### config.mk
export PLATFORM = sky130hd
export DESIGN_NAME = irwd_top
export DESIGN_NICKNAME = d
export VERILOG_FILES = /design/src/irwd_pkg.sv /design/src/irwd_wake_detect.sv /design/src/irwd_top.sv
export SDC_FILE = /design/constraint.sdc
export NUM_CORES = 1
export LEC_CHECK = 0
export ABC_AREA = 1
export BUFFER_PORTS_ARGS = -buffer_cell sky130_fd_sc_hd__buf_2
export CORE_ASPECT_RATIO = 1.2
export CORE_UTILIZATION = 42
export DETAILED_ROUTE_END_ITERATION = 10
export MAX_ROUTING_LAYER = met4
export PLACE_DENSITY = 0.87
export SETUP_SLACK_MARGIN = 0.15
export SYNTH_ARGS = -nofsm -noshare
export SYNTH_HDL_FRONTEND = slang
export SYNTH_SLANG_ARGS = --single-unit
### constraint.sdc
create_clock -name clk -period 1.37 [get_ports clk]
set_input_delay 0.274 -clock clk [delete_from_list [all_inputs] [get_ports clk]]
set_output_delay 0.274 -clock clk [all_outputs]
set_load 0.02 [all_outputs]
### src/irwd_pkg.sv
/*
 * Shared types and constants of the interrupt routing and wake detect block.
 * Assumes one system clock and one active-low reset.
 */
package irwd_pkg;

    localparam int NUM_SRC = 8;
    localparam int NUM_WAKE = 4;
    localparam int SRC_W = 3;
    localparam int PRIO_W = 2;
    localparam logic [1:0] PRIO_RESET = 2'h0;
    localparam logic [2:0] MODE_RESET = 3'h2;
    localparam logic MASK_RESET = 1'h1;
    localparam logic [7:0] CLEAR_CODE_BASE = 8'h10;

    // Detection mode of a wake detector: active level or edge.
    typedef enum logic [2:0]
    {
        IRWD_LVL_LOW = 3'h0,
        IRWD_LVL_HIGH = 3'h1,
        IRWD_EDGE_RISE = 3'h2,
        IRWD_EDGE_FALL = 3'h3
    } irwd_mode_t;

    // Per-source wake control.
    typedef struct packed
    {
        logic enable;
        irwd_mode_t mode;
    } irwd_wake_cfg_t;

    // Request presented to the core.
    typedef struct packed
    {
        logic valid;
        logic [SRC_W-1:0] id;
        logic [PRIO_W-1:0] prio;
    } irwd_req_t;

endpackage

### src/irwd_wake_detect.sv
/*
 * One wake detector of the clock generator unit: level or edge detection with a held request.
 * Assumes the input is already synchronised to clk.
 */
`timescale 1ns/1ns
module irwd_wake_detect
(
    input wire logic clk,
    input wire logic rst_n,
    input wire logic req_in,
    input wire logic is_pin,
    input irwd_pkg::irwd_wake_cfg_t cfg,
    input wire logic clear,
    output logic req_out
);

    logic prev;
    logic held;
    logic next_prev;
    logic next_held;
    logic edge_hit;

    always_comb
    begin
        next_prev = req_in;
        edge_hit = 1'b0;
        case (cfg.mode)
            irwd_pkg::IRWD_EDGE_RISE: edge_hit = req_in & ~prev;
            irwd_pkg::IRWD_EDGE_FALL: edge_hit = ~req_in & prev;
            default: edge_hit = 1'b0;
        endcase
        // A new edge in the clearing cycle wins, so no event is lost.
        next_held = held;
        if (clear)
            next_held = 1'b0;
        if (cfg.enable && edge_hit)
            next_held = 1'b1;
    end

    always_ff @(posedge clk or negedge rst_n)
    begin
        if (!rst_n)
        begin
            prev <= 1'b0;
            held <= 1'b0;
        end
        else
        begin
            prev <= next_prev;
            held <= next_held;
        end
    end

    // Levels are passed straight through and never held; peripherals only get edge modes.
    always_comb
    begin
        req_out = held;
        if (cfg.enable && is_pin && cfg.mode == irwd_pkg::IRWD_LVL_HIGH)
            req_out = req_in;
        else if (cfg.enable && is_pin && cfg.mode == irwd_pkg::IRWD_LVL_LOW)
            req_out = ~req_in;
        else if (!cfg.enable)
            req_out = 1'b0;
    end

endmodule

### src/irwd_top.sv
/*
 * Interrupt routing with wake detection and a priority arbiter towards the core.
 * Assumes the core acknowledges the presented request with a one-cycle accept and
 * stacks its context on that accept; configuration arrives as plain ports.
 */
// How it works
// - two-bit priority per source, 0 most urgent
// - only the most urgent pending request presented
// - equal priority picks the lowest source number
// - global mask blocks all but non-maskable, hard faults
// - faults under global mask escalate to hard fault
// - user level cannot change the global mask
// - set-pending write makes a source pending
// - port input enable gates pin interrupt input
// - wake sources reach core only via detector
// - per wake source active level and enable
// - clear code drops the held wake request
// - core saves context before the service routine
// - high level on a line means request; a wake pin in IRWD_LVL_LOW mode requests on a low level instead
// - pins get levels or edges, peripherals edges
// - detected edge held until software clears it
// - level requests latched only in pending until accepted
`timescale 1ns/1ns
module irwd_top #(
    parameter int NUM_SRC = irwd_pkg::NUM_SRC,
    parameter int NUM_WAKE = irwd_pkg::NUM_WAKE
)
(
    input wire logic clk,
    input wire logic rst_n,
    input wire logic [NUM_SRC-1:0] periph_irq,
    input wire logic [NUM_SRC-1:0] pin_irq,
    input wire logic [NUM_SRC-1:0] src_is_pin,
    input wire logic [NUM_SRC-1:0] port_input_enable,
    input wire logic [NUM_SRC-1:0] set_enable,
    input wire logic [NUM_SRC*irwd_pkg::PRIO_W-1:0] prio_cfg,
    input wire logic [NUM_SRC-1:0] set_pending,
    input irwd_pkg::irwd_wake_cfg_t [NUM_WAKE-1:0] wake_interrupt_mode_ctrl,
    input wire logic wake_request_clear_we,
    input wire logic [7:0] wake_request_clear,
    input wire logic mask_we,
    input wire logic mask_wdata,
    input wire logic privileged,
    input wire logic fault_in,
    input wire logic nmi_in,
    input wire logic core_accept,
    output irwd_pkg::irwd_req_t core_req,
    output logic global_interrupt_mask,
    output logic [NUM_SRC-1:0] pending,
    output logic hard_fault,
    output logic nmi_out,
    output logic save_context
);

    ////////////////////////////////////////////////////////////////////////////////
    // Reset release and pin synchronisers.

    logic rst_meta;
    logic rst_sync_n;
    always_ff @(posedge clk or negedge rst_n)
    begin
        if (!rst_n)
        begin
            rst_meta <= 1'b0;
            rst_sync_n <= 1'b0;
        end
        else
        begin
            rst_meta <= 1'b1;
            rst_sync_n <= rst_meta;
        end
    end

    logic [NUM_SRC-1:0] pin_meta;
    logic [NUM_SRC-1:0] pin_sync;
    logic nmi_meta;
    logic nmi_sync;
    always_ff @(posedge clk or negedge rst_sync_n)
    begin
        if (!rst_sync_n)
        begin
            pin_meta <= '0;
            pin_sync <= '0;
            nmi_meta <= 1'b0;
            nmi_sync <= 1'b0;
        end
        else
        begin
            pin_meta <= pin_irq;
            pin_sync <= pin_meta;
            nmi_meta <= nmi_in;
            nmi_sync <= nmi_meta;
        end
    end

    ////////////////////////////////////////////////////////////////////////////////
    // Source lines: pins gated by input enable, wake sources routed through detectors.

    logic [NUM_SRC-1:0] raw_line;
    logic [NUM_SRC-1:0] line;
    always_comb
    begin
        for (int i = 0; i < NUM_SRC; i++)
            raw_line[i] = src_is_pin[i] ? (pin_sync[i] & port_input_enable[i]) : periph_irq[i];
    end

    genvar g;
    generate
        for (g = 0; g < NUM_SRC; g++)
        begin : gen_route
            if (g < NUM_WAKE)
            begin : gen_wake
                logic clr;
                logic det_out;
                // The low-level mode inverts its input, so a disabled pin would look active; gate after the detector.
                assign clr = wake_request_clear_we &&
                    wake_request_clear == irwd_pkg::CLEAR_CODE_BASE + 8'(g);
                irwd_wake_detect u_det
                (
                    .clk(clk),
                    .rst_n(rst_sync_n),
                    .req_in(raw_line[g]),
                    .is_pin(src_is_pin[g]),
                    .cfg(wake_interrupt_mode_ctrl[g]),
                    .clear(clr),
                    .req_out(det_out)
                );
                assign line[g] = det_out & (~src_is_pin[g] | port_input_enable[g]);
            end
            else
            begin : gen_direct
                assign line[g] = raw_line[g];
            end
        end
    endgenerate

    ////////////////////////////////////////////////////////////////////////////////
    // Pending flags and global mask.

    logic [NUM_SRC-1:0] next_pending;
    logic next_mask;
    logic [NUM_SRC-1:0] accept_vec;
    always_comb
    begin
        accept_vec = '0;
        if (core_accept && core_req.valid)
            accept_vec[core_req.id] = 1'b1;
        // A request in the accept cycle sets the flag again, so it is not lost.
        next_pending = (pending & ~accept_vec) | line | set_pending;
        next_mask = global_interrupt_mask;
        if (mask_we && privileged)
            next_mask = mask_wdata;
    end

    always_ff @(posedge clk or negedge rst_sync_n)
    begin
        if (!rst_sync_n)
        begin
            pending <= '0;
            global_interrupt_mask <= irwd_pkg::MASK_RESET;
        end
        else
        begin
            pending <= next_pending;
            global_interrupt_mask <= next_mask;
        end
    end

    ////////////////////////////////////////////////////////////////////////////////
    // Arbiter: lowest level wins, then lowest index.

    function automatic logic [irwd_pkg::PRIO_W-1:0] prio_of(input logic [NUM_SRC*irwd_pkg::PRIO_W-1:0] cfg,
                                                             input int idx);
        prio_of = cfg[idx*irwd_pkg::PRIO_W +: irwd_pkg::PRIO_W];
    endfunction

    irwd_pkg::irwd_req_t best;
    irwd_pkg::irwd_req_t next_req;
    always_comb
    begin
        best = '0;
        for (int i = 0; i < NUM_SRC; i++)
        begin
            if (pending[i] && set_enable[i] && !accept_vec[i] &&
                (!best.valid || prio_of(prio_cfg, i) < best.prio))
            begin
                best.valid = 1'b1;
                best.id = irwd_pkg::SRC_W'(i);
                best.prio = prio_of(prio_cfg, i);
            end
        end
        next_req = best;
        if (global_interrupt_mask)
            next_req = '0;
    end

    logic next_fault;
    logic next_save;
    always_comb
    begin
        // Any fault is promoted while the mask is set; without the mask it still lands here.
        next_fault = fault_in;
        next_save = core_accept && core_req.valid;
    end

    always_ff @(posedge clk or negedge rst_sync_n)
    begin
        if (!rst_sync_n)
        begin
            core_req <= '0;
            hard_fault <= 1'b0;
            nmi_out <= 1'b0;
            save_context <= 1'b0;
        end
        else
        begin
            core_req <= next_req;
            hard_fault <= next_fault;
            nmi_out <= nmi_sync;
            save_context <= next_save;
        end
    end

endmodule

* Word level (Yosys, flattened, before mapping)
Cells that the tools add are included.
Word-level totals: ROM bits 0, register bits 46, memories kept 0, latch bits 0, memory bits (writable) 0
Operators by class: add/sub/neg operators 0, multiply operators 0, eq/ne operators 16, order comparisons 9, mux-type cells 44, bitwise logic cells 40, shift operators 0, div/mod/pow operators 0, reductions and logical operators 76
Operators by type and width (number):
- two-way mux 6 bit | 9
- logical AND 1 bit | 46
- equality test 8 x 5 -> 1 bit (second input constant) | 4
- two-way mux 1 bit | 29
- equality test 3 x 2 -> 1 bit (second input constant) | 8
- bitwise AND 1 bit | 20
- OR 8 bit | 2
- logical NOT 1 bit | 15
- < comparator 2 bit | 7
- equality test 3 x 1 -> 1 bit (second input constant) | 4
- logical NOT 3 bit | 4
- inverter 1 bit | 12
- bitwise AND 8 bit | 1
- two-way mux 8 bit | 1
- inverter 8 bit | 1
- case mux 1 bit (2 select lines) | 4
- nonzero test 2 bit | 4
- logical OR 1 bit | 7
- < comparator 3 x 4 -> 1 bit (second input constant) | 1
- OR 1 bit | 4
- demux 1 bit (select 3 bit) | 1
- greater-or-equal comparator 3 x 1 -> 1 bit (second input constant) | 1

* Logic depth before layout (Yosys ltp)
Gate-level depths: netlist (run 1).
depth after elaboration 37, depth in mapped cells 53

* Hierarchy
From an unflattened synthesis (run 1), not the netlist that was laid out.
Second synthesis, totals: cell total of the unflattened synthesis 367, area total of the unflattened synthesis 2588.7 um2
By module, submodules not included:
- irwd_top | cells an instance 263, seq. area each 952.2 um2, instances 1, area an instance 2013.2 um2
- irwd_wake_detect | cells an instance 26, seq. area each 50.0 um2, instances 4, area an instance 143.9 um2

* Worst setup path after synthesis (run 1)
No wires, ideal clock.
kind register to register, start point reg core_req[5] (netlist name), end point reg core_req[0] (netlist name), setup slack -3.505 ns, library setup time 0.118 ns, cell stages (with the launch flop) 50, arrival time 4.757 ns, cell sequence dfrtp_1 -> nand2_2 -> nor2_4 -> nand2_2 -> nand2_1 -> inv_2 -> nand2_1 -> ha_1 -> nand2_1 -> nand2_2 -> nand2_4 -> nand2_4 -> nand2_2 -> nand2_2 -> nor2_1 -> nand2_1 -> nand2_2 -> nand2_2 -> [... 14 more ...] -> nand2_1 -> nand2_1 -> nand2_2 -> nand2_4 -> o21ai_0 -> ha_1 -> nand2_1 -> nand2_1 -> nand2_2 -> nand2_4 -> o21ai_1 -> ha_1 -> nand2_1 -> nand2_1 -> nand2_1 -> nand2_2 -> nor2_1 -> nor2_2
RTL lines:
- from (decl) | line irwd_top.sv:47 | output irwd_pkg::irwd_req_t core_req,
- from (signal assigned) | line irwd_top.sv:217 | core_req <= next_req;

==> flow_summary.html, run 1 <==
<table>
<tr><th>Metric</th><th>Value</th></tr>
<tr><th colspan="2">Run status</th></tr>
<tr><td>Status</td><td>finished with violations</td></tr>
<tr><td>Violations in the final reports</td><td>negative setup slack</td></tr>
<tr><th colspan="2">Clock tree</th></tr>
<tr><td>Clock latency of the later-clocked register in the worst-skew pair</td><td>0.30 ns</td></tr>
<tr><td>TritonCTS clock tree</td><td>yes</td></tr>
<tr><td>Total clock buffers created by CTS</td><td>5</td></tr>
<tr><td>Clock transition at the registers of the reported paths</td><td>0.10 ns</td></tr>
<tr><td>Max H-tree Level</td><td>2</td></tr>
<tr><td>Sinks on Clock Net</td><td>46</td></tr>
<tr><td>Root Buffer</td><td>clkbuf_8</td></tr>
<tr><td>Clock buffer depth</td><td>2</td></tr>
<tr><th colspan="2">Global route</th></tr>
<tr><td>Global Route Usage Sum</td><td>0.255</td></tr>
<tr><td>Pin count of the biggest net entering global routing</td><td>31</td></tr>
<tr><td>First-pass GRT wire length</td><td>12100 um</td></tr>
<tr><td>Number of global-route vias before repair</td><td>3025</td></tr>
<tr><td>Global-route congestion overflow total</td><td>0</td></tr>
<tr><td>Initial antenna violation count</td><td>0</td></tr>
<tr><th colspan="2">Floorplan</th></tr>
<tr><td>Die Area</td><td>0.00628 mm^2</td></tr>
<tr><td>Overall die width</td><td>72.5 um</td></tr>
<tr><td>Die extent in y</td><td>86.6 um</td></tr>
<tr><td>Core Region</td><td>0.00571 mm^2</td></tr>
<tr><td>Number of primary I/O pins</td><td>115</td></tr>
<tr><td>Initial Utilization</td><td>0.439</td></tr>
<tr><td>FP Rows</td><td>30</td></tr>
<tr><th colspan="2">Worst setup path</th></tr>
<tr><td>Nature of the critical path startpoint</td><td>flop</td></tr>
<tr><td>Critical path data required time</td><td>1.61 ns</td></tr>
<tr><td>Setup Crit Path Kind</td><td>reg2reg</td></tr>
<tr><td>Cell mode on critical path</td><td>nand2_2</td></tr>
<tr><td>Maximum net fanout on the critical path</td><td>7</td></tr>
<tr><td>Critical path data arrival time</td><td>5.46 ns</td></tr>
<tr><td>Critical Path End Type</td><td>flop</td></tr>
<tr><td>Largest incremental delay on the critical path</td><td>0.45 ns</td></tr>
<tr><td>CP max-delay cell</td><td>dfrtp_2</td></tr>
<tr><th colspan="2">Drt</th></tr>
<tr><td>Number of remaining DRC errors</td><td>0</td></tr>
<tr><td>Avg Vias per Cell</td><td>5.05</td></tr>
<tr><td>WL/cell</td><td>14.5 um</td></tr>
<tr><td>Final ANT Viol Nets</td><td>0</td></tr>
<tr><td>Wire length after detailed routing</td><td>8930 um</td></tr>
<tr><td>Violation count after the first detailed-route iteration</td><td>117</td></tr>
<tr><td>Pre-Repair DR Iteration Count</td><td>4</td></tr>
<tr><td>Detailed-route via count</td><td>3102</td></tr>
<tr><th colspan="2">STA</th></tr>
<tr><td>Setup TNS Final</td><td>-21.35 ns</td></tr>
<tr><td>Count of final setup violators</td><td>12</td></tr>
<tr><td>Minimum period implied by the final worst setup slack</td><td>5.23 ns</td></tr>
<tr><td>Tightest slew margin relative to the limit</td><td>0.649</td></tr>
<tr><td>RSZ-0062 raised after global routing</td><td>true</td></tr>
<tr><td>Count of final hold-check violations</td><td>0</td></tr>
<tr><td>Slack of the critical path</td><td>-3.86 ns</td></tr>
<tr><td>Transition at the pin with the smallest max-transition slack</td><td>0.524 ns</td></tr>
<tr><td>Final-report max-slew violation count</td><td>0</td></tr>
<tr><td>Post-route clock period utilization</td><td>3.81</td></tr>
<tr><td>FMAX</td><td>191 MHz</td></tr>
<tr><td>Fin Clk Skew</td><td>0.0137 ns</td></tr>
<tr><th colspan="2">Hold path</th></tr>
<tr><td>HP Class</td><td>in2reg</td></tr>
<tr><th colspan="2">Power</th></tr>
<tr><td>P_leak</td><td>2.36 nW</td></tr>
<tr><td>Final Power</td><td>4.82 mW</td></tr>
<tr><td>Max rail drop VDD</td><td>0.000774 V</td></tr>
<tr><td>Total power divided by cell area</td><td>1090 mW/mm^2</td></tr>
<tr><th colspan="2">Yosys</th></tr>
<tr><td>Total number of yosys warnings</td><td>0</td></tr>
<tr><td>Number of standard cells after synthesis</td><td>322</td></tr>
<tr><td>Post-synthesis sequential element count</td><td>46</td></tr>
<tr><td>Adder and majority cell fraction of the synthesized area</td><td>0.0200</td></tr>
<tr><td>Synth Area per Inst</td><td>7.78 um^2</td></tr>
<tr><td>Sequential share of the synthesized area</td><td>0.460</td></tr>
<tr><td>Multiplexer fraction of the synthesized cell area</td><td>0</td></tr>
<tr><td>Simple logic cell fraction of the synthesized area</td><td>0.296</td></tr>
<tr><td>XOR/XNOR share of the synthesized area</td><td>0.0105</td></tr>
<tr><td>Library cells used by synthesis</td><td>27</td></tr>
<tr><td>Main combinational cell family by area after synthesis</td><td>simple AND/OR/NAND/NOR gates</td></tr>
<tr><td>Fraction of the mapped netlist area in compound gates</td><td>0.117</td></tr>
<tr><td>Synthesized area</td><td>0.00250 mm^2</td></tr>
<tr><td>Synthesized netlist net count</td><td>423</td></tr>
<tr><th colspan="2">Finish</th></tr>
<tr><td>Filler Cells Inserted</td><td>384</td></tr>
<tr><td>Number of antenna diodes</td><td>0</td></tr>
<tr><td>Fin nets</td><td>634</td></tr>
<tr><td>Non-Filler Cell Area, Final</td><td>0.00443 mm^2</td></tr>
<tr><td>Proportion of layout cells with a drive suffix above 1</td><td>0.590</td></tr>
<tr><td>Area growth from synthesis to final layout</td><td>77.0%</td></tr>
<tr><th colspan="2">Flow run</th></tr>
<tr><td>Max Cap Viol</td><td>0</td></tr>
<tr><th colspan="2">Placed design</th></tr>
<tr><td>Dpl ws</td><td>-3.52 ns</td></tr>
<tr><td>Final weighted congestion of routability-driven global placement</td><td>0.851</td></tr>
<tr><td>HPWL Detailed</td><td>5620 um</td></tr>
<tr><td>Area post-placement</td><td>0.00372 mm^2</td></tr>
<tr><td>Buffers added on ports</td><td>114</td></tr>
</table>
## final timing paths
kind / end / depth (start not counted) / slack (ns) / start
worst max-delay path: core_req[1] / 50 / -3.86 / core_req[3]
worst min-delay path: nmi_meta / 1 / 0.08 / nmi_in
worst max register to register: core_req[1] / 50 / -3.86 / core_req[3]
worst min register to register: pending[7] / 0 / 0.19 / rst_sync_n
max in group asynchronous: pin_meta[3] / 1 / 0.69 / rst_sync_n
min in group asynchronous: pending[7] / 0 / 0.19 / rst_sync_n
## cell usage in the layout, fill, tap and decap left out, types with 5 or more instances in the layout
cell / Yosys / routed
a21oi_1: 18 / 16
buf_2: 0 / 105
buf_4: 0 / 74
buf_6: 0 / 22
clkbuf_8: 0 / 5
dfrtp_1: 45 / 40
dfrtp_2: 0 / 5
inv_1: 56 / 50
inv_2: 7 / 9
nand2_1: 62 / 37
nand2_2: 15 / 31
nand2_4: 6 / 15
nand3_1: 31 / 25
nand3_2: 2 / 8
nor2_1: 29 / 18
nor2_2: 3 / 9
nor2_4: 1 / 6
o21ai_0: 17 / 6
o21ai_1: 1 / 6
## Yosys cell counts
| library cell | number | area [um^2] |
|---|---|---|
| o21a_1 | 1 | 7.51 |
| o211ai_1 | 1 | 7.51 |
| ha_1 | 4 | 50.1 |
| nand3_1 | 31 | 155 |
| nor4_1 | 1 | 6.26 |
| conb_1 | 1 | 3.75 |
| a32o_1 | 1 | 10.0 |
| dfstp_2 | 1 | 26.3 |
| nor2_2 | 3 | 18.8 |
| nand2_4 | 6 | 67.6 |
| inv_1 | 56 | 210 |
| nor2_1 | 29 | 109 |
| a31oi_1 | 1 | 6.26 |
| inv_2 | 7 | 26.3 |
| nand4_1 | 2 | 12.5 |
| o31ai_1 | 7 | 52.6 |
| nand2_2 | 15 | 93.8 |
| o21ai_0 | 17 | 85.1 |
| nor2_4 | 1 | 11.3 |
| a21oi_1 | 18 | 90.1 |
| nand2_1 | 62 | 233 |
| xor2_1 | 3 | 26.3 |
| nand3b_1 | 2 | 15.0 |
| nand3_2 | 2 | 20.0 |
| o21ai_1 | 1 | 5.00 |
| dfrtp_1 | 45 | 1130 |
| a21boi_0 | 4 | 30.0 |
## sequential cells by signal (all words and copies together) (netlist names), 4 cells and up
signal / flops
pin_sync: 8
pending: 8
gen_route.gen_wake.u_det.held: 4
gen_route.gen_wake.u_det.prev: 4
pin_meta: 8
core_req: 6
## routing by layer
layer  part of all wire  wire (um)  vias to the layer above  track usage
met1               0.35       3130                     1461        0.251
met5                  0          0                        -            -
met2               0.55       4890                      147        0.486
met4              0.056        496                        0        0.128
li1                   -          -                     1443            -
met3              0.046        414                       51       0.0291
## area by class of cell
class,instances,area (um^2),share of cell area
Clock inverter,3,23.8,0.00536
Timing Repair Buffer,204,1370,0.310
Sequential cell,46,1160,0.261
Clock buffer,5,68.8,0.0155
Inverter,63,251,0.0567
Multi-Input combinational cell,213,1460,0.329
Tap cell,80,100,0.0226
## kinds of logic (layout without fill, tap and decap cells)
logic type	after synthesis	in the layout
buffers and inverters	63	275
AND/OR/NAND/NOR	154	154
adder cells (fa/ha/maj)	4	4
XOR/XNOR	3	3
other	1	1
flip-flops	46	46
AO/OA/AOI/OAI	51	51
## through the flow
step,util,hold slack (ns),cells
finish,0.777,0.0795,614
global route,0.777,0.0559,614
CTS,0.718,0.0678,602
detailed placement,0.652,0.0655,580
global placement,0.652,0.0588,580
floorplan,-,-0.0216,322
## power breakdown
group	total, mW	leakage (nW)	internal [mW]	switching [mW]
Combinational	2.41	1.80	1.14	1.27
Clock	0.842	0.0408	0.365	0.477
Sequential	1.57	0.512	1.48	0.0844
Total	4.82	2.35	2.99	1.83
## what timing repair did
item	4_1_cts	5_1_grt
gates resized for setup	52	71
pin swaps	5	29
hold buffers	1	0
endpoints found under the setup margin	22	26
endpoints found under the hold margin	2	0
buffers inserted	13	12
## worst max-delay path: cells and delay by family (launching register included)
kind | cells | cell delay, ns
fa+ha+maj | 4 | 0.92
flops | 1 | 0.45
simple gates | 42 | 3.35
compound gates | 3 | 0.42
buf+inv | 1 | 0.04
Note: power is estimated with default switching activity, not from simulation.
==> run 2: changes to the inputs <==
Settings changed: PLACE_DENSITY 0.87 to 0.75.
==> flow_summary.html, run 2 (synthesized netlist as in run 1, its figures left out) <==
<table>
<tr><th>Metric</th><th>Value</th></tr>
<tr><th colspan="2">Floorplan</th></tr>
<tr><td>Initial Utilization</td><td>0.439 (unchanged)</td></tr>
<tr><td>FP Rows</td><td>30 (unchanged)</td></tr>
<tr><td>Number of primary I/O pins</td><td>115 (unchanged)</td></tr>
<tr><td>Core Region</td><td>0.00571 mm^2 (unchanged)</td></tr>
<tr><td>Die Area</td><td>0.00628 mm^2 (unchanged)</td></tr>
<tr><td>Die extent in y</td><td>86.6 um (unchanged)</td></tr>
<tr><td>Overall die width</td><td>72.5 um (unchanged)</td></tr>
<tr><th colspan="2">STA</th></tr>
<tr><td>Slack of the critical path</td><td>-3.70 ns (+0.157 ns)</td></tr>
<tr><td>Setup TNS Final</td><td>-21.05 ns (+0.296 ns)</td></tr>
<tr><td>RSZ-0062 raised after global routing</td><td>true</td></tr>
<tr><td>FMAX</td><td>197 MHz (+3.1%)</td></tr>
<tr><td>Fin Clk Skew</td><td>0.00692 ns (-0.00678 ns)</td></tr>
<tr><td>Minimum period implied by the final worst setup slack</td><td>5.07 ns (-0.157 ns)</td></tr>
<tr><td>Count of final hold-check violations</td><td>0 (unchanged)</td></tr>
<tr><td>Count of final setup violators</td><td>12 (unchanged)</td></tr>
<tr><td>Post-route clock period utilization</td><td>3.70 (-0.115)</td></tr>
<tr><td>Final-report max-slew violation count</td><td>0 (unchanged)</td></tr>
<tr><th colspan="2">Drt</th></tr>
<tr><td>Wire length after detailed routing</td><td>7890 um (-12%)</td></tr>
<tr><td>Pre-Repair DR Iteration Count</td><td>4 (unchanged)</td></tr>
<tr><td>Violation count after the first detailed-route iteration</td><td>93 (-21%)</td></tr>
<tr><td>WL/cell</td><td>12.9 um (-11%)</td></tr>
<tr><td>Avg Vias per Cell</td><td>4.78 (-5.5%)</td></tr>
<tr><td>Final ANT Viol Nets</td><td>0 (unchanged)</td></tr>
<tr><td>Detailed-route via count</td><td>2913 (-6.1%)</td></tr>
<tr><td>Number of remaining DRC errors</td><td>0 (unchanged)</td></tr>
<tr><th colspan="2">Finish</th></tr>
<tr><td>Commonest non-fill, non-tap cells in the layout</td><td>buf_2, buf_4, inv_1, nand2_1, dfrtp_1</td></tr>
<tr><td>Proportion of layout cells with a drive suffix above 1</td><td>0.581 (-0.00876)</td></tr>
<tr><td>Utilization of the core after routing</td><td>0.768 (-0.00921)</td></tr>
<tr><td>Area growth from synthesis to final layout</td><td>74.9%</td></tr>
<tr><td>Largest registers</td><td>pending: 8 flops, pin_meta: 8 flops, pin_sync: 8 flops</td></tr>
<tr><td>Most common library cell in the layout ignoring fill and taps</td><td>buf_2</td></tr>
<tr><td>Fin nets</td><td>630 (-0.63%)</td></tr>
<tr><td>Number of antenna diodes</td><td>0 (unchanged)</td></tr>
<tr><td>Non-Filler Cell Area, Final</td><td>0.00438 mm^2 (-1.2%)</td></tr>
<tr><th colspan="2">Worst setup path</th></tr>
<tr><td>Cell mode on critical path</td><td>nand2_2</td></tr>
<tr><td>Largest incremental delay on the critical path</td><td>0.44 ns (about the same)</td></tr>
<tr><td>CP max-delay cell</td><td>dfrtp_2</td></tr>
<tr><td>Reg2Reg Depth</td><td>50 (unchanged)</td></tr>
<tr><td>Setup Crit Path Kind</td><td>reg2reg</td></tr>
<tr><td>Critical path data required time</td><td>1.57 ns (-0.04 ns)</td></tr>
<tr><td>Critical path data arrival time</td><td>5.27 ns (-0.19 ns)</td></tr>
<tr><td>Critical Path End Type</td><td>flop</td></tr>
<tr><td>Maximum net fanout on the critical path</td><td>7 (unchanged)</td></tr>
<tr><td>Nature of the critical path startpoint</td><td>flop</td></tr>
<tr><th colspan="2">Global route</th></tr>
<tr><td>Number of global-route vias before repair</td><td>2820 (-6.8%)</td></tr>
<tr><td>Global-route congestion overflow total</td><td>0 (unchanged)</td></tr>
<tr><td>First-pass GRT wire length</td><td>11500 um (-5.3%)</td></tr>
<tr><td>Global routing's busiest layer</td><td>met2</td></tr>
<tr><td>Global routing met2 resource utilization</td><td>0.455 (-0.0306)</td></tr>
<tr><td>Global Route Usage Sum</td><td>0.242 (-0.0127)</td></tr>
<tr><td>Met1 routing resource usage after global routing</td><td>0.251 (+0.000750)</td></tr>
<tr><td>Initial antenna violation count</td><td>0 (unchanged)</td></tr>
<tr><td>Pin count of the biggest net entering global routing</td><td>31 (unchanged)</td></tr>
<tr><td>Met3 global-route usage</td><td>0.0267 (-0.00233)</td></tr>
<tr><th colspan="2">Clock tree</th></tr>
<tr><td>Sinks on Clock Net</td><td>46 (unchanged)</td></tr>
<tr><td>Max H-tree Level</td><td>2 (unchanged)</td></tr>
<tr><td>Clock transition at the registers of the reported paths</td><td>0.09 ns (about the same)</td></tr>
<tr><td>Clock latency of the later-clocked register in the worst-skew pair</td><td>0.30 ns (about the same)</td></tr>
<tr><td>TritonCTS clock tree</td><td>yes</td></tr>
<tr><td>Total clock buffers created by CTS</td><td>5 (unchanged)</td></tr>
<tr><td>Root Buffer</td><td>clkbuf_8</td></tr>
<tr><td>Clock buffer depth</td><td>2 (unchanged)</td></tr>
<tr><th colspan="2">Placed design</th></tr>
<tr><td>Final weighted congestion of routability-driven global placement</td><td>0.840 (-1.3%)</td></tr>
<tr><td>Buffers added on ports</td><td>114 (unchanged)</td></tr>
<tr><td>Area post-placement</td><td>0.00371 mm^2 (-0.40%)</td></tr>
<tr><td>Dpl ws</td><td>-3.49 ns (+0.0251 ns)</td></tr>
<tr><td>HPWL Detailed</td><td>5480 um (-2.6%)</td></tr>
<tr><th colspan="2">Hold path</th></tr>
<tr><td>HP Class</td><td>in2reg</td></tr>
<tr><td>Number of cells on the worst hold path</td><td>1 (unchanged)</td></tr>
<tr><th colspan="2">Flow run</th></tr>
<tr><td>Max Cap Viol</td><td>0 (unchanged)</td></tr>
<tr><th colspan="2">Power</th></tr>
<tr><td>Total power divided by cell area</td><td>1060 mW/mm^2 (-2.1%)</td></tr>
<tr><td>Max rail drop VDD</td><td>0.000715 V (-7.6%)</td></tr>
<tr><td>P_leak</td><td>2.34 nW (-0.43%)</td></tr>
<tr><td>Final Power</td><td>4.66 mW (-3.2%)</td></tr>
<tr><th colspan="2">Run status</th></tr>
<tr><td>Violations in the final reports</td><td>negative setup slack</td></tr>
<tr><td>Status</td><td>finished with violations</td></tr>
</table>
## run 2: final cells by class
type / count / area (um^2)
repair buffers: 200 / 1330
multi-input cells: 213 / 1460
well taps: 80 / 100
clock buffers: 5 / 68.8
fillers: 406 / 1330
flip-flops and latches: 46 / 1160
inverters: 63 / 239
clock inverters: 3 / 25.0
## run 2: worst paths after layout
| kind | start | end | slack [ns] |
|---|---|---|---|
| min in group asynchronous | rst_sync_n | core_req[1] | 0.18 |
| hold / removal | pin_irq[5] | pin_meta[5] | 0.07 |
| hold reg to reg | rst_sync_n | core_req[1] | 0.18 |
| max in group asynchronous | rst_sync_n | hard_fault | 0.71 |
| setup reg to reg | core_req[3] | core_req[0] | -3.70 |
| setup / recovery | core_req[3] | core_req[0] | -3.70 |
## run 2: through the flow
stage	instances	hold WS [ns]
after floorplan	322	-0.0216
after global placement	578	0.0591
after detailed placement	578	0.0631
after CTS	605	0.0622
after global routing	610	0.0567
final	610	0.0746
## run 2: timing repair
| action | in CTS | in global routing |
|---|---|---|
| pin swaps | 10 | 11 |
| hold buffers | 1 | 0 |
| setup buffers | 18 | 5 |
| resized for setup | 64 | 46 |
| setup endpoints to repair | 23 | 25 |
| hold endpoints to repair | 2 | 0 |
## run 2: routing by layer
| layer | vias to the layer above | routed length [um] |
|---|---|---|
| met5 | - | 0 |
| met1 | 1351 | 2990 |
| met4 | 0 | 180 |
| li1 | 1439 | - |
| met2 | 98 | 4430 |
| met3 | 25 | 290 |
## run 2: power by group
| group | switching (mW) | total, mW | internal [mW] | leakage [nW] |
|---|---|---|---|---|
| Sequential | 0.0861 | 1.57 | 1.48 | 0.512 |
| Combinational | 1.17 | 2.23 | 1.06 | 1.79 |
| Clock | 0.489 | 0.857 | 0.369 | 0.0447 |
## run 2: critical path: cells and delay by family, from the launching register on
kind / cells / cell delay [ns]
AND/OR/NAND/NOR: 42 / 3.19
adder cells (fa/ha/maj): 4 / 0.96
flip-flops: 1 / 0.44
AO/OA/AOI/OAI: 3 / 0.30
buffers and inverters: 1 / 0.04
==> run 3: changes to the inputs <==
Settings changed: BUFFER_PORTS_ARGS -buffer_cell sky130_fd_sc_hd__buf_2 to -buffer_cell sky130_fd_sc_hd__buf_4.
==> flow_summary.html, run 3 (synthesized netlist as in run 1, its figures left out) <==
<table>
<tr><th>Metric</th><th>Value</th></tr>
<tr><th colspan="2">Run status</th></tr>
<tr><td>Status</td><td>finished with violations</td></tr>
<tr><td>Violations in the final reports</td><td>negative setup slack</td></tr>
<tr><th colspan="2">Finish</th></tr>
<tr><td>Fin nets</td><td>639 (+1.4%)</td></tr>
<tr><td>Number of antenna diodes</td><td>0 (unchanged)</td></tr>
<tr><td>Proportion of layout cells with a drive suffix above 1</td><td>0.575 (-0.00599)</td></tr>
<tr><td>Utilization of the core after routing</td><td>0.827 (+0.0592)</td></tr>
<tr><td>Most common library cell in the layout ignoring fill and taps</td><td>buf_4</td></tr>
<tr><td>Area growth from synthesis to final layout</td><td>88.4%</td></tr>
<tr><td>Commonest non-fill, non-tap cells in the layout</td><td>buf_4, inv_1, nand2_1, dfrtp_1, nand2_2</td></tr>
<tr><td>Largest registers</td><td>pending: 8 flops, pin_meta: 8 flops, pin_sync: 8 flops</td></tr>
<tr><th colspan="2">Floorplan</th></tr>
<tr><td>FP Rows</td><td>30 (unchanged)</td></tr>
<tr><td>Overall die width</td><td>72.5 um (unchanged)</td></tr>
<tr><td>Core Region</td><td>0.00571 mm^2 (unchanged)</td></tr>
<tr><td>Die extent in y</td><td>86.6 um (unchanged)</td></tr>
<tr><td>Die Area</td><td>0.00628 mm^2 (unchanged)</td></tr>
<tr><td>Initial Utilization</td><td>0.439 (unchanged)</td></tr>
<tr><td>Number of primary I/O pins</td><td>115 (unchanged)</td></tr>
<tr><th colspan="2">Worst setup path</th></tr>
<tr><td>Critical path data arrival time</td><td>5.38 ns (+0.11 ns)</td></tr>
<tr><td>Critical path data required time</td><td>1.57 ns (about the same)</td></tr>
<tr><td>Reg2reg setup slack</td><td>-3.81 ns (-0.11 ns)</td></tr>
<tr><td>Nature of the critical path startpoint</td><td>flop</td></tr>
<tr><td>Reg-to-Reg Start</td><td>core_req[2]</td></tr>
<tr><td>Critical Path End Type</td><td>flop</td></tr>
<tr><td>CP max-delay cell</td><td>dfrtp_2</td></tr>
<tr><td>Maximum net fanout on the critical path</td><td>7 (unchanged)</td></tr>
<tr><td>Setup Crit Path Kind</td><td>reg2reg</td></tr>
<tr><td>Reg2Reg Depth</td><td>48 (-4.0%)</td></tr>
<tr><td>Cell mode on critical path</td><td>nand2_2</td></tr>
<tr><td>Largest incremental delay on the critical path</td><td>0.46 ns (+0.02 ns)</td></tr>
<tr><td>Endpoint of the worst-slack reg-to-reg timing path</td><td>core_req[2]</td></tr>
<tr><th colspan="2">Global route</th></tr>
<tr><td>Pin count of the biggest net entering global routing</td><td>25 (-19%)</td></tr>
<tr><td>Initial antenna violation count</td><td>0 (unchanged)</td></tr>
<tr><td>Number of global-route vias before repair</td><td>2989 (+6.0%)</td></tr>
<tr><td>Global-route congestion overflow total</td><td>0 (unchanged)</td></tr>
<tr><td>Global Route Usage Sum</td><td>0.259 (+0.0164)</td></tr>
<tr><td>First-pass GRT wire length</td><td>12300 um (+6.9%)</td></tr>
<tr><th colspan="2">Clock tree</th></tr>
<tr><td>Clock buffer depth</td><td>2 (unchanged)</td></tr>
<tr><td>Clock transition at the registers of the reported paths</td><td>0.10 ns (about the same)</td></tr>
<tr><td>Max H-tree Level</td><td>2 (unchanged)</td></tr>
<tr><td>Sinks on Clock Net</td><td>46 (unchanged)</td></tr>
<tr><td>Total clock buffers created by CTS</td><td>5 (unchanged)</td></tr>
<tr><td>Root Buffer</td><td>clkbuf_8</td></tr>
<tr><td>TritonCTS clock tree</td><td>yes</td></tr>
<tr><td>Clock latency of the later-clocked register in the worst-skew pair</td><td>0.30 ns (about the same)</td></tr>
<tr><th colspan="2">Power</th></tr>
<tr><td>Total power divided by cell area</td><td>1070 mW/mm^2 (+0.64%)</td></tr>
<tr><td>Max rail drop VDD</td><td>0.00102 V (+43%)</td></tr>
<tr><td>P_leak</td><td>2.49 nW (+6.0%)</td></tr>
<tr><td>Final Power</td><td>5.05 mW (+8.4%)</td></tr>
<tr><th colspan="2">Drt</th></tr>
<tr><td>Wire length after detailed routing</td><td>9050 um (+15%)</td></tr>
<tr><td>Pre-Repair DR Iteration Count</td><td>4 (unchanged)</td></tr>
<tr><td>Final ANT Viol Nets</td><td>0 (unchanged)</td></tr>
<tr><td>Detailed-route via count</td><td>3054 (+4.8%)</td></tr>
<tr><td>Avg Vias per Cell</td><td>4.93 (+3.3%)</td></tr>
<tr><td>Number of remaining DRC errors</td><td>0 (unchanged)</td></tr>
<tr><td>Violation count after the first detailed-route iteration</td><td>96 (+3.2%)</td></tr>
<tr><td>WL/cell</td><td>14.6 um (+13%)</td></tr>
<tr><th colspan="2">STA</th></tr>
<tr><td>RSZ-0062 raised after global routing</td><td>true</td></tr>
<tr><td>Fin Clk Skew</td><td>0.0159 ns (+0.00894 ns)</td></tr>
<tr><td>Post-route clock period utilization</td><td>3.78 (+0.0833)</td></tr>
<tr><td>Count of final hold-check violations</td><td>0 (unchanged)</td></tr>
<tr><td>FMAX</td><td>193 MHz (-2.2%)</td></tr>
<tr><td>Minimum period implied by the final worst setup slack</td><td>5.18 ns (+0.114 ns)</td></tr>
<tr><td>Count of final setup violators</td><td>12 (unchanged)</td></tr>
<tr><td>Slack of the critical path</td><td>-3.81 ns (-0.114 ns)</td></tr>
<tr><td>Final-report max-slew violation count</td><td>0 (unchanged)</td></tr>
<tr><th colspan="2">Flow run</th></tr>
<tr><td>Max Cap Viol</td><td>0 (unchanged)</td></tr>
<tr><th colspan="2">Placed design</th></tr>
<tr><td>Final weighted congestion of routability-driven global placement</td><td>0.886 (+5.4%)</td></tr>
<tr><td>Dpl ws</td><td>-3.47 ns (+0.0218 ns)</td></tr>
<tr><td>Buffers added on ports</td><td>114 (unchanged)</td></tr>
<tr><td>HPWL Detailed</td><td>5720 um (+4.5%)</td></tr>
<tr><th colspan="2">Hold path</th></tr>
<tr><td>Worst Hold Path EP</td><td>pin_meta[1]</td></tr>
<tr><td>HP Class</td><td>in2reg</td></tr>
<tr><td>Number of cells on the worst hold path</td><td>1 (unchanged)</td></tr>
<tr><td>Min-Delay Startpoint</td><td>pin_irq[1]</td></tr>
</table>
-- run 3: cell types whose count changed in the layout (fill, tap and decap cells not counted), moves of 3 or more --
cell / delta
buf_2: -106
buf_4: +108
buf_6: +7
nand2_2: +4
nand2_4: -3
nand3_1: +4
nand3_2: -4
-- run 3: report_power, final --
group | switching (mW) | internal (mW)
Sequential | 0.0836 | 1.48
Combinational | 1.22 | 1.23
Clock | 0.483 | 0.547
Total | 1.79 | 3.27
-- run 3: cell type report --
cell class / instances / area, um^2
repair buffers: 209 / 1690
multi-input cells: 213 / 1410
flip-flops and latches: 46 / 1160
fillers: 363 / 987
inverters: 63 / 246
well taps: 80 / 100
clock buffers: 5 / 68.8
clock inverters: 3 / 43.8
-- run 3: worst max path at each step --
stage / start / endpoint / slack [ns] / cells after the start
after floorplan: core_req[5] / core_req[0] / -3.29 / 51
after global placement: core_req[4] / core_req[0] / -3.29 / 51
after detailed placement: core_req[5] / core_req[0] / -3.47 / 52
after CTS: core_req[5] / core_req[0] / -3.41 / 53
after global routing: core_req[5] / core_req[2] / -4.11 / 49
final: core_req[2] / core_req[2] / -3.81 / 48
-- run 3: critical path: cells and delay by family, from the launching register on --
family,cells,cell delay (ns)
AND/OR/NAND/NOR,39,2.97
adder cells (fa/ha/maj),4,0.91
AO/OA/AOI/OAI,4,0.71
flip-flops,1,0.46
buffers and inverters,1,0.04
-- run 3: repair_timing --
action,in CTS,in global routing
pin swaps,15,21
hold buffers,1,0
endpoints found under the setup margin,25,28
gates resized for setup,51,52
setup buffers,20,10
hold endpoints to repair,2,0
-- run 3: layer usage --
| metal | vias up | part of all wire | GRT usage |
|---|---|---|---|
| met5 | - | 0 | - |
| met4 | 0 | 0.035 | 0.0963 |
| met3 | 28 | 0.035 | 0.0302 |
| met2 | 116 | 0.56 | 0.492 |
| met1 | 1456 | 0.37 | 0.269 |
| li1 | 1454 | - | - |
-- run 3: metrics by stage --
step / area [um^2] / setup TNS, ns / hold WS, ns / cells
after floorplan: 2560 / -16.76 / -0.0216 / 322
after global placement: 4010 / -17.81 / 0.0585 / 580
after detailed placement: 4010 / -18.84 / 0.0592 / 580
after CTS: 4460 / -19.31 / 0.0704 / 609
after global routing: 4720 / -23.93 / 0.0589 / 619
final: 4720 / -22.00 / 0.0787 / 619
